## config.mk

```make
export PLATFORM = sky130hd
export DESIGN_NAME = bldcsl_core
export DESIGN_NICKNAME = d
export VERILOG_FILES = /design/src/core/bldcsl_pkg.sv /design/src/core/bldcsl_core.sv
export SDC_FILE = /design/constraint.sdc
export NUM_CORES = 1
export LEC_CHECK = 0
export ABC_AREA = 1
export ABC_CLOCK_PERIOD_IN_PS = 4200
export BUFFER_PORTS_ARGS = -buffer_cell sky130_fd_sc_hd__buf_2
export CAP_MARGIN = 30
export CORE_MARGIN = 8
export CORE_UTILIZATION = 40
export DETAILED_ROUTE_END_ITERATION = 7
export PLACE_DENSITY = 0.69
export SLEW_MARGIN = 5
export SYNTH_ARGS = -nofsm -noshare
export SYNTH_HDL_FRONTEND = slang
export SYNTH_SLANG_ARGS = --single-unit
```

## constraint.sdc

```tcl
create_clock -name mclk_i -period 4.2 [get_ports mclk_i]
set_clock_uncertainty 0.2 [all_clocks]
set_input_delay 0.21 -clock mclk_i [delete_from_list [all_inputs] [get_ports mclk_i]]
set_output_delay 0.21 -clock mclk_i [all_outputs]
set_load 0.02 [all_outputs]
```

## src/core/bldcsl_pkg.sv

```systemverilog
// Constants, register map and carrier types of the brushless speed loop.
// Assumes a 50 MHz system clock and a reference clock sampled as a plain input.
package bldcsl_pkg;
	// ----------------------------------------------------------------
	// Timing
	// ----------------------------------------------------------------
	localparam int unsigned CLK_HZ       = 50_000_000;
	localparam int unsigned LOCKP_TIME_MS = 3300;
	localparam int unsigned LOCKP_CYCLES = (CLK_HZ / 1000) * LOCKP_TIME_MS;
	localparam logic [3:0]  PWM_PRE_MAX  = 4'h9;   // 50 MHz / 10 / 256 gives about 19.5 kHz.
	// ----------------------------------------------------------------
	// Speed loop figures
	// ----------------------------------------------------------------
	localparam logic [11:0] TGT_CNT  = 12'h200;   // Reference edges per tacho period (divide by 512).
	localparam logic [11:0] LOCK_WIN = 12'h020;   // 6.25 percent of 512.
	localparam logic [11:0] CNT_MAX  = 12'hFFF;
	localparam logic [7:0]  DUTY_MAX = 8'hFF;
	localparam logic [7:0]  DUTY_RST = 8'h80;
	localparam logic [7:0]  PWM_END  = 8'hFF;
	// ----------------------------------------------------------------
	// Register map and fields
	// ----------------------------------------------------------------
	localparam logic [7:0] REG_CTRL   = 8'h00;
	localparam logic [7:0] REG_STATUS = 8'h04;
	localparam logic [7:0] REG_PERIOD = 8'h08;
	localparam logic [7:0] REG_DUTY   = 8'h0C;
	localparam int CTRL_RUN_BIT = 0;
	localparam int CTRL_STEP_LO = 8;
	localparam logic [3:0] CTRL_STEP_RST = 4'h4;
	localparam int PER_PHASE_LO = 16;
	// ----------------------------------------------------------------
	// Carriers
	// ----------------------------------------------------------------
	typedef struct packed {
		logic [2:0] hi;   // Upper switches, phases C B A.
		logic [2:0] lo;   // Lower switches, chopped by the PWM.
	} bldcsl_drive_t;

	typedef struct packed {
		logic        por_done;
		logic [2:0]  hall;
		logic        tacho;
		logic        ref_clk;
		logic [11:0] cnt;
		logic [11:0] meas;
		logic        pair;
		logic        disc;
		logic        locked;
		logic [8:0]  phase_div;
		logic [8:0]  phase_err;
		logic [7:0]  duty;
		logic [3:0]  pre;
		logic [7:0]  pwm_cnt;
		logic        oc;
		logic [31:0] lockp_cnt;
		logic        trip;
		logic        ctrl_run;
		logic [3:0]  ctrl_step;
		logic        bus_act;
		logic        bus_wr;
		logic [7:0]  bus_addr;
		logic [31:0] rdata;
		bldcsl_drive_t drv;
	} bldcsl_state_t;
endpackage : bldcsl_pkg

```

## src/core/bldcsl_core.sv

```systemverilog
// Speed loop, commutation, PWM and protection logic of a three-phase motor driver.
// Assumes all pins synchronous to mclk_i and a single AHB-Lite master on the register bus.
`timescale 1ns/10ps
`default_nettype none
module bldcsl_core #(
	parameter int unsigned LOCKP_CYCLES = bldcsl_pkg::LOCKP_CYCLES
) (
	input  wire logic                  mclk_i,
	input  wire logic                  arst_n_i,
	input  wire logic                  hall_a_pos_i,
	input  wire logic                  hall_a_neg_i,
	input  wire logic                  hall_b_pos_i,
	input  wire logic                  hall_b_neg_i,
	input  wire logic                  hall_c_pos_i,
	input  wire logic                  hall_c_neg_i,
	input  wire logic                  tacho_in_pos_i,
	input  wire logic                  tacho_in_neg_i,
	input  wire logic                  ref_clock_in_i,
	input  wire logic                  run_pin_i,
	input  wire logic                  run_pin_conn_i,
	input  wire logic                  dir_pin_i,
	input  wire logic                  dir_pin_conn_i,
	input  wire logic                  overcurrent_i,
	input  wire logic                  hsel_i,
	input  wire logic [31:0]           haddr_i,
	input  wire logic [1:0]            htrans_i,
	input  wire logic                  hwrite_i,
	input  wire logic [2:0]            hsize_i,
	input  wire logic [31:0]           hwdata_i,
	input  wire logic                  hready_i,
	output logic                       hreadyout_o,
	output logic                       hresp_o,
	output logic [31:0]                hrdata_o,
	output bldcsl_pkg::bldcsl_drive_t  drive_o,
	output logic                       speed_disc_o,
	output logic                       speed_lock_flag_o,
	output logic                       speed_lock_flag_oe_o,
	output logic                       tacho_amp_out_o,
	output logic                       bias_en_o,
	output logic                       regulator_out_en_o
);
	bldcsl_pkg::bldcsl_state_t q;
	bldcsl_pkg::bldcsl_state_t nxt_q;
	logic [2:0] hall_pos;
	logic [2:0] hall_neg;
	logic       run_eff;
	logic       fwd;
	logic       tacho_rise;
	logic       tacho_dec;
	logic       ref_rise;
	logic       pwm_tick;
	logic [11:0] err;
	logic [8:0]  duty_wide;
	logic        meas_slow;

	assign hall_pos = {hall_c_pos_i, hall_b_pos_i, hall_a_pos_i};
	assign hall_neg = {hall_c_neg_i, hall_b_neg_i, hall_a_neg_i};
	// An open control pin floats to the internal pull-up level.
	assign run_eff = (run_pin_conn_i ? run_pin_i : 1'b1) & q.ctrl_run;
	assign fwd     = dir_pin_conn_i ? dir_pin_i : 1'b1;
	assign tacho_dec  = (tacho_in_pos_i != tacho_in_neg_i) ? tacho_in_pos_i : q.tacho; // Equal inputs hold the level.
	assign tacho_rise = tacho_dec & ~q.tacho;
	assign ref_rise   = ref_clock_in_i & ~q.ref_clk;
	assign pwm_tick   = (q.pre == bldcsl_pkg::PWM_PRE_MAX);
	assign meas_slow  = (q.meas > bldcsl_pkg::TGT_CNT);

	// ----------------------------------------------------------------
	// Commutation table
	// ----------------------------------------------------------------
	// Reverse rotation swaps which phase is sourced and which is sunk.
	function automatic bldcsl_pkg::bldcsl_drive_t commutate(input logic [2:0] code, input logic dir_fwd);
		bldcsl_pkg::bldcsl_drive_t d;
		d = '0;
		case (code)
			3'h5: d = '{hi: 3'h1, lo: 3'h2};
			3'h4: d = '{hi: 3'h1, lo: 3'h4};
			3'h6: d = '{hi: 3'h2, lo: 3'h4};
			3'h2: d = '{hi: 3'h2, lo: 3'h1};
			3'h3: d = '{hi: 3'h4, lo: 3'h1};
			3'h1: d = '{hi: 3'h4, lo: 3'h2};
			default: d = '0;
		endcase
		if (!dir_fwd) begin
			d = '{hi: d.lo, lo: d.hi};
		end
		return d;
	endfunction : commutate

	// ----------------------------------------------------------------
	// Next-state logic
	// ----------------------------------------------------------------
	// One process computes the whole next state; the flop below only registers it.
	always_comb begin
		nxt_q = q;
		err = '0;
		duty_wide = '0;
		// Comparator inputs: an equal pair keeps the last level, acting as hysteresis.
		for (int i = 0; i < 3; i++) begin
			if (hall_pos[i] && !hall_neg[i]) begin
				nxt_q.hall[i] = 1'b1;
			end else if (!hall_pos[i] && hall_neg[i]) begin
				nxt_q.hall[i] = 1'b0;
			end
		end
		nxt_q.tacho = tacho_dec;
		nxt_q.ref_clk = ref_clock_in_i;
		// The start-up capacitor charges until the positive tacho input is first seen high.
		if (tacho_in_pos_i) begin
			nxt_q.por_done = 1'b1;
		end
		// Reference divider by 512 sets the target tacho phase.
		if (ref_rise) begin
			nxt_q.phase_div = q.phase_div + 9'h001;
			if (q.cnt != bldcsl_pkg::CNT_MAX) begin
				nxt_q.cnt = q.cnt + 12'h001;
			end
		end
		// Speed and phase loops act on tacho edges only.
		if (tacho_rise && q.por_done) begin
			nxt_q.cnt = '0;
			nxt_q.pair = ~q.pair;
			nxt_q.phase_err = q.phase_div;
			duty_wide = {1'b0, q.duty};
			if (!q.pair) begin
				nxt_q.meas = (ref_rise && q.cnt != bldcsl_pkg::CNT_MAX) ? q.cnt + 12'h001 : q.cnt;
			end else begin
				err = meas_slow ? q.meas - bldcsl_pkg::TGT_CNT : bldcsl_pkg::TGT_CNT - q.meas;
				nxt_q.disc = meas_slow;
				nxt_q.locked = (err <= bldcsl_pkg::LOCK_WIN);
				if (err > bldcsl_pkg::LOCK_WIN) begin
					duty_wide = meas_slow ? duty_wide + {5'h00, q.ctrl_step} : duty_wide - {5'h00, q.ctrl_step};
				end
			end
			// The phase trim only acts once the speed is in the window.
			if (q.locked && !(q.pair && err > bldcsl_pkg::LOCK_WIN)) begin
				duty_wide = q.phase_div[8] ? duty_wide - 9'h001 : duty_wide + 9'h001;
			end
			if (duty_wide[8]) begin
				nxt_q.duty = (meas_slow || !q.phase_div[8]) ? bldcsl_pkg::DUTY_MAX : 8'h00;
			end else begin
				nxt_q.duty = duty_wide[7:0];
			end
		end
		// PWM carrier; the overcurrent latch ends with the carrier cycle, but a new trip wins.
		nxt_q.pre = pwm_tick ? 4'h0 : q.pre + 4'h1;
		if (pwm_tick) begin
			nxt_q.pwm_cnt = q.pwm_cnt + 8'h01;
			if (q.pwm_cnt == bldcsl_pkg::PWM_END) begin
				nxt_q.oc = 1'b0;
			end
		end
		if (overcurrent_i) begin
			nxt_q.oc = 1'b1;
		end
		// Lock protection counts unlocked run time and latches until stop.
		if (run_eff && q.por_done) begin
			if (!q.locked && !q.trip) begin
				nxt_q.lockp_cnt = q.lockp_cnt + 32'h1;
				if (q.lockp_cnt >= LOCKP_CYCLES - 1) begin
					nxt_q.trip = 1'b1;
				end
			end else if (q.locked) begin
				nxt_q.lockp_cnt = '0;
			end
		end else begin
			nxt_q.lockp_cnt = '0;
			nxt_q.trip = 1'b0;
			nxt_q.locked = 1'b0;
			nxt_q.pair = 1'b0;
		end
		// Drive: upper switch steady, lower switch chopped by duty, cut by overcurrent and trip.
		nxt_q.drv = '0;
		if (run_eff && q.por_done) begin
			nxt_q.drv = commutate(nxt_q.hall, fwd);
			if (nxt_q.oc || nxt_q.trip || !(q.pwm_cnt < q.duty)) begin
				nxt_q.drv.lo = '0;
			end
		end
		// AHB-Lite: address phase is captured, data phase writes; no wait states.
		if (q.bus_act && q.bus_wr && q.bus_addr == bldcsl_pkg::REG_CTRL) begin
			nxt_q.ctrl_run  = hwdata_i[bldcsl_pkg::CTRL_RUN_BIT];
			nxt_q.ctrl_step = hwdata_i[bldcsl_pkg::CTRL_STEP_LO +: 4];
		end
		nxt_q.bus_act  = hsel_i && htrans_i[1] && hready_i;
		nxt_q.bus_wr   = hwrite_i;
		nxt_q.bus_addr = haddr_i[7:0];
		nxt_q.rdata    = '0;
		if (hsel_i && htrans_i[1] && hready_i && !hwrite_i && haddr_i[31:8] == 24'h000000) begin
			case (haddr_i[7:0])
				bldcsl_pkg::REG_CTRL:   nxt_q.rdata = {20'h00000, q.ctrl_step, 7'h00, q.ctrl_run};
				bldcsl_pkg::REG_STATUS: nxt_q.rdata = {24'h000000, run_eff, q.hall, q.oc, q.trip, q.disc, q.locked};
				bldcsl_pkg::REG_PERIOD: nxt_q.rdata = {7'h00, q.phase_err, 4'h0, q.meas};
				bldcsl_pkg::REG_DUTY:   nxt_q.rdata = {24'h000000, q.duty};
				default:                nxt_q.rdata = '0;
			endcase
		end
		// Without the start-up charge the loop state, all but the reference divider, is held at its initial value.
		if (!q.por_done) begin
			nxt_q.cnt = '0;
			nxt_q.duty = bldcsl_pkg::DUTY_RST;
			nxt_q.trip = 1'b0;
		end
	end

	// ----------------------------------------------------------------
	// State register
	// ----------------------------------------------------------------
	always_ff @(posedge mclk_i or negedge arst_n_i) begin
		if (!arst_n_i) begin
			q <= '0;
			q.duty <= bldcsl_pkg::DUTY_RST;
			q.ctrl_run <= 1'b1;
			q.ctrl_step <= bldcsl_pkg::CTRL_STEP_RST;
		end else begin
			q <= nxt_q;
		end
	end

	// Outputs; the lock flag is open drain, pulled low only while locked.
	assign hreadyout_o          = 1'b1;
	assign hresp_o              = 1'b0;
	assign hrdata_o             = q.rdata;
	assign drive_o              = q.drv;
	assign speed_disc_o         = q.disc;
	assign speed_lock_flag_o    = 1'b0;
	assign speed_lock_flag_oe_o = q.locked;
	assign tacho_amp_out_o      = q.tacho;
	assign bias_en_o            = run_eff;
	assign regulator_out_en_o   = 1'b1;
endmodule : bldcsl_core
`default_nettype wire

```

==> flow_summary.json, run 1 <==
{
  "synth-adder-area-share_pct": 5.13,
  "area_growth_pct": 24.3,
  "hp-class": "input pin to flop",
  "remaining_drc_errors": 0,
  "synth_top_family_by_area": "simple AND/OR/NAND/NOR gates",
  "ys_types": 57,
  "grt_pass1_vias": 7299,
  "period_needed_ns": 4.31,
  "die_h_microns": 163,
  "p_sw_share_pct": 34.5,
  "synth.top_cell.area_share_pct": 42.0,
  "die_w_microns": 163,
  "grt-ovfl-total": 0,
  "pre_cts_ws_ns": -0.202,
  "synth_xor_area_share_pct": 4.79,
  "drtPass1Iterations": 5,
  "ant_nets": 0,
  "grt_pass1_wl_microns": 36000,
  "synth_compound_area_share_pct": 10.5,
  "p_per_area_nw_per_um2": 451,
  "crit_top_cell": "nand2_1",
  "p_seq_share_pct": 34.9,
  "clkTransAtPathRegs_ns": 0.07,
  "cp.buffers_inverters": 2,
  "combPwrFrac_pct": 33.3,
  "arrival_ns": 4.49,
  "rows": 53,
  "hold_violations": 0,
  "syn_area_per_cell_sq_um": 8.03,
  "portBuffers": 87,
  "drt_first_iter_violations": 518,
  "htree_levels": 4,
  "reg2reg_depth": 33,
  "criticalPathCategory": "flop to flop",
  "grt_usage_pct": 16.7,
  "cts_buffers": 17,
  "dp.cells": 1452,
  "antenna_found_initial": 0,
  "holdWs_ns": 0.0261,
  "core_area_sq_um": 21000,
  "vias": 7391,
  "status": "finished, violations left",
  "drv_slew": 0,
  "slew-limit-headroom_pct": 36.7,
  "synth_flop_cell": "dfrtp_1",
  "synth_area_leaders": "dfrtp_1 (42%), nand2_1 (10%), inv_1 (6.0%)",
  "synth-async-reset-ratio_pct": 100,
  "globalplace.congestion": 0.917,
  "rsz0062_at_grt": "yes",
  "power_frac_clock_pct": 31.9,
  "ys_warn_count": 0,
  "max_clock_freq_mhz": 232,
  "layout.cells.non_filler": 1526,
  "critPathTopFamily": "simple AND/OR/NAND/NOR gates",
  "finalSetupViolCount": 8,
  "slowest_stage": "dfrtp_1",
  "synth_top_area_cell": "dfrtp_1",
  "max_stage_delay_ns": 0.38,
  "muxShareOfSynthArea_pct": 0.772,
  "max_slew.worst_pin.slew_ns": 0.941,
  "cp-end-kind": "flop",
  "fin_setup_tns_ns": -0.860,
  "die_area_sq_um": 26400,
  "ys_ff_latch": 147,
  "grt_max_degree": 97,
  "ios": 134,
  "fin_nets": 1360,
  "synth_common_cells": "nand2_1 (234), dfrtp_1 (144), inv_1 (138)",
  "totalWireLength_microns": 21800,
  "clock-sinks": 147,
  "synth_area_sq_um": 8590,
  "syn_inst": 1070,
  "vias_per_cell": 4.84,
  "cp_max_fo": 7,
  "rrSetupSlack_ns": -0.11,
  "p_int_mw": 3.15,
  "final_core_util_pct": 50.8,
  "p_leak_nw": 5.28,
  "drive_above_1_share_pct": 22.2,
  "drv_cap": 0,
  "cts_tree": "yes",
  "cts_root_buf": "clkbuf_16",
  "fin_crit_sh_pct": 103,
  "diodes": 0,
  "synth-simple-area-share_pct": 24.9,
  "clock_latency_ns": 0.43,
  "fin_ws_ns": -0.113,
  "synth_most_common_cell": "nand2_1",
  "synth_edf_count": 0,
  "path_depth": 33,
  "cts_buffer_depth": 2,
  "avgRoutedWirePerCell_microns": 14.3,
  "p_sw_mw": 1.66,
  "holdPathStages": 5,
  "initial_core_util_pct": 40.9,
  "cp_data_required_time_ns": 4.38,
  "start_kind": "flop",
  "seq_area_frac_synth_pct": 42.9,
  "peakVddDrop_mv": 0.291,
  "violations": "setup timing",
  "hpwlAfterDp_microns": 15800
}
[sequential cells by signal, indices dropped and copies added (netlist names)]
| name | cells |
|---|---|
| drive_o | 6 |
| q | 117 |
| speed_disc_o | 1 |
| speed_lock_flag_oe_o | 1 |
| hrdata_o | 21 |
| tacho_amp_out_o | 1 |
[layout make-up]
class | count | area [sq um]
clock buffers | 17 | 425
clock inverters | 15 | 169
fillers | 1930 | 10300
inverters | 146 | 553
multi-input cells | 736 | 4180
flip-flops and latches | 147 | 3680
well taps | 275 | 344
repair buffers | 190 | 1330
[power by group through the flow]
stage	logic, mW	registers [mW]	clock network (mW)
after floorplan	0.923	1.67	0
after global placement	1.38	1.69	0
after detailed placement	1.41	1.70	0
after CTS	1.50	1.67	1.56
after global routing	1.79	1.69	1.62
final	1.60	1.68	1.53
[cell families (layout without fill, tap and decap cells)]
kind of cell | count (synthesis) | after routing
AOI/OAI and AO/OA | 164 | 164
xor gates and xnor gates | 47 | 47
adders and majority gates | 34 | 34
buffers and inverters | 200 | 368
DFF | 147 | 147
muxes | 6 | 6
other | 2 | 15
and+or+nand+nor | 470 | 470
[per-stage QoR]
stage                     cell area, sq um  total power [mW]
after floorplan                       8650              2.59
after global placement                9510              3.07
after detailed placement              9510              3.10
after CTS                            10500              4.74
after global routing                 10700              5.10
final                                10700              4.81
[final timing paths]
kind                           startpoint          to
max in group asynchronous        arst_n_i       q[50]
max                                q[128]       q[99]
max reg2reg                        q[128]       q[99]
min                        dir_pin_conn_i  drive_o[5]
min in group asynchronous        arst_n_i  drive_o[2]
min reg2reg                        q[111]      q[111]
[routing by layer]
| metal | part of all wire (%) | track usage [%] |
|---|---|---|
| met5 | 0 | 0 |
| met4 | 2.2 | 5.67 |
| met2 | 46 | 26.5 |
| met1 | 47 | 22.1 |
| met3 | 4.6 | 3.79 |
[repair_timing]
action,CTS,global route
hold endpoints to repair,123,2
pin swaps,29,32
setup endpoints to repair,8,8
hold buffers,32,1
setup buffers,3,5
gates resized for setup,19,21
[cells in the final DEF, fill, tap and decap left out, types with 15 or more instances in the layout]
cell type	instances
clkbuf_16	17
nor2_2	17
a21oi_1	60
ha_1	29
nand4_1	19
nand3_1	40
nor2_1	89
inv_1	134
buf_2	86
o21ai_0	57
dlygate4sd3_1	33
nand2_1	230
conb_1	15
dfrtp_1	144
nor3_1	20
buf_4	68
xor2_1	39
[tightest hold or removal path: stages]
cell and delay [ns]:
buf_2 0.09, inv_1 0.04, nor2_1 0.10, nor2_1 0.12
nor2_1 0.05
Power figures use the tool's default switching activity.
==> inputs of run 2 (changes only) <==
ABC_AREA = unset   (was 1)
BUFFER_PORTS_ARGS = unset   (was -buffer_cell sky130_fd_sc_hd__buf_2)
DONT_BUFFER_PORTS = 1   (was unset)
PLACE_DENSITY = 0.63   (was 0.69)
==> run 2 against run 1 <==
The run still ends with setup timing left. Non-clock buffer count down 60. Worst setup slack worse by 0.84 ns. Fmax down 16%. Hold slack better by 0.0027 ns. Global-route usage down 0.36 points. Final area down 6.2%. Sequential power about the same. Critical path type unchanged. Highest routed layer unchanged.
==> flow_summary.json, run 2 <==
{
  "drv_slew": 0,
  "pre_cts_ws_ns": -1.05,
  "area.sequential_sq_um": 3680,
  "syn_area_per_cell_sq_um": 9.80,
  "ys_types": 71,
  "period_needed_ns": 5.16,
  "cts_root_buf": "clkbuf_16",
  "synth_area_leaders": "dfrtp_1 (44%), ha_1 (4.9%), nor2_1 (4.5%)",
  "synth_top_area_cell": "dfrtp_1",
  "synth_common_cells": "dfrtp_1 (144), nor2_1 (98), nand2_1 (63)",
  "htree_levels": 4,
  "cp_data_required_time_ns": 4.28,
  "synth_flop_cell": "dfrtp_1",
  "num-fill-cells": 1825,
  "finalSetupViolCount": 8,
  "crit_top_cell": "o21ai_2",
  "drt_first_iter_violations": 260,
  "synth-async-reset-ratio_pct": 100,
  "fin_crit_sh_pct": 123,
  "drive_above_1_share_pct": 20.8,
  "violations": "setup timing",
  "slowest_stage": "o31ai_1",
  "cp_max_fo": 7,
  "synth_most_common_cell": "dfrtp_1",
  "rsz0062_at_grt": "yes",
  "cts_tree": "yes",
  "clock-sinks": 147,
  "p_per_area_nw_per_um2": 492,
  "max_slew.worst_pin.slew_ns": 0.838,
  "portBuffers": 0,
  "fin_nets": 1056,
  "synth_area_sq_um": 8180,
  "grt_pass1_vias": 6292,
  "p_leak_nw": 4.54,
  "status": "finished, violations left",
  "grt_max_degree": 148,
  "vias": 6170,
  "hpwlAfterDp_microns": 14600,
  "crit_chain": "or3_4, o31ai_4, nand2_2, o21ai_2, inv_1, ha_1, nor2b_1, o21a_1, o21a_1, o21ai_2, nand2b_1, xor2_1, mux2_4, ha_4, and3_4, a221oi_4, o21ai_2, a21oi_2, buf_4, xor2_4, o31ai_1, nor3_2, nand2_2, o22ai_1",
  "fin_setup_tns_ns": -7.42,
  "clkTransAtPathRegs_ns": 0.07,
  "layout.cells.non_filler": 1218,
  "hold_violations": 0,
  "hp-class": "input pin to flop",
  "holdPathStages": 3,
  "avgRoutedWirePerCell_microns": 16.5,
  "r2r-start": "q[132]",
  "start_kind": "flop",
  "final_common_cell": "dfrtp_1",
  "peakVddDrop_mv": 0.298,
  "drv_cap": 0,
  "cts_buffer_depth": 2,
  "criticalPathCategory": "flop to flop",
  "cp-end-kind": "flop",
  "area_growth_pct": 22.3,
  "totalWireLength_microns": 20200,
  "die_area_sq_um": 25300,
  "die_w_microns": 159,
  "grt-ovfl-total": 0,
  "ant_nets": 0,
  "rrSetupSlack_ns": -0.96,
  "die_h_microns": 159,
  "max_stage_delay_ns": 0.41,
  "hold_path_end": "hrdata_o[17]",
  "core_area_sq_um": 20200,
  "globalplace.congestion": 0.860,
  "fin_ws_ns": -0.958,
  "ios": 134,
  "reg2reg_depth": 24,
  "antenna_found_initial": 1,
  "multiInputGateArea_sq_um": 4180,
  "drtPass1Iterations": 5,
  "remaining_drc_errors": 0,
  "grt_pass1_wl_microns": 33400,
  "initial_core_util_pct": 40.6,
  "hp-start": "haddr_i[3]",
  "synth.top_cell.area_share_pct": 44.0,
  "grt_usage_pct": 16.3,
  "dp.cells": 1146,
  "largest_register_ffs": 117,
  "cts_buffers": 17,
  "seq_area_frac_synth_pct": 45.0,
  "clock_latency_ns": 0.44,
  "slew-limit-headroom_pct": 44.1,
  "arrival_ns": 5.24,
  "ys_ff_latch": 147,
  "syn_inst": 835,
  "layout_common_cells": "dfrtp_1 (144), buf_4 (99), nor2_1 (98), nand2_1 (62), xor2_1 (38)",
  "total_power_mw": 4.93,
  "r2r-end": "q[103]",
  "largest-register": "q",
  "synth_edf_count": 0,
  "ys_warn_count": 0,
  "max_clock_freq_mhz": 194,
  "rows": 52,
  "vias_per_cell": 5.07
}
[run 2: cell count changes in the layout (fill, tap and decap cells not counted), sizes merged, moves of 18 or more]
cell	change
nand2	-184
inv	-109
buf	-57
a21oi	-43
o21ai	-31
xnor2	+26
nand3	-18
[run 2: stage by stage]
step / cell area [sq um] / utilization [%] / hold slack (ns)
CTS: 9940 / 49.3 / 0.00422
global placement: 8890 / 44.1 / -0.278
detailed placement: 8890 / 44.1 / -0.278
floorplan: 8280 / - / -0.286
finish: 10000 / 49.6 / 0.0288
global route: 10000 / 49.6 / 0.0553
[run 2: routing by layer]
layer | track usage [%] | vias to the layer above | share of wire (%)
met5 | 0 | - | 0
met4 | 5.06 | 0 | 1.6
met3 | 4.83 | 26 | 5.3
met2 | 26.4 | 138 | 47
met1 | 20.7 | 2957 | 46
li1 | - | 3049 | -
[run 2: how the worst max path moves through the flow]
stage	startpoint	end	slack, ns	depth (start not counted)
finish	q[132]	q[103]	-0.96	24
CTS	q[136]	q[104]	-0.87	23
floorplan	q[130]	q[104]	-0.81	24
detailed placement	q[136]	q[104]	-1.05	23
global route	q[132]	q[104]	-1.18	24
global placement	q[136]	q[104]	-0.93	23
[run 2: timing repair]
action / 4_1_cts / 5_1_grt
hold buffers: 31 / 0
endpoints found under the setup margin: 8 / 8
pin swaps: 11 / 6
endpoints found under the hold margin: 191 / 0
buffers inserted: 7 / 1
resized for setup: 10 / 9
[run 2: area by class of cell]
class                   instances  share of cell area (%)
diodes                          1                  0.0250
clock buffers                  17                    4.25
clock inverters                15                    1.85
inverters                      33                    1.24
multi-input cells             605                    41.8
flip-flops and latches        147                    36.8
well taps                     270                    3.37
repair buffers                130                    10.7
[run 2: critical path, delay by kind of cell, from the launching register on]
family / cells / cell delay, ns
xor+xnor: 2 / 0.22
simple gates: 7 / 1.16
compound gates: 10 / 2.03
fa+ha+maj: 2 / 0.48
buf+inv: 2 / 0.22
flops: 1 / 0.37
mux: 1 / 0.30
[run 2: logic make-up (layout without fill, tap and decap cells)]
group           Yosys count  count (layout)  share of synthesized area (%)
compound gates          133             133                           11.1
mux                      38              38                           5.18
simple gates            312             312                           18.8
xor+xnor                 73              73                           7.81
fa+ha+maj                34              34                           5.38
buf+inv                  96             195                           6.61
other cells               2              16                         0.0918
flops                   147             147                           45.0
[run 2: where the power goes]
group          internal [mW]  total (mW)  switching [mW]
Sequential              1.55        1.67           0.120
Combinational          0.846        1.68           0.835
Clock                  0.903        1.57           0.670
Total                   3.30        4.93            1.63
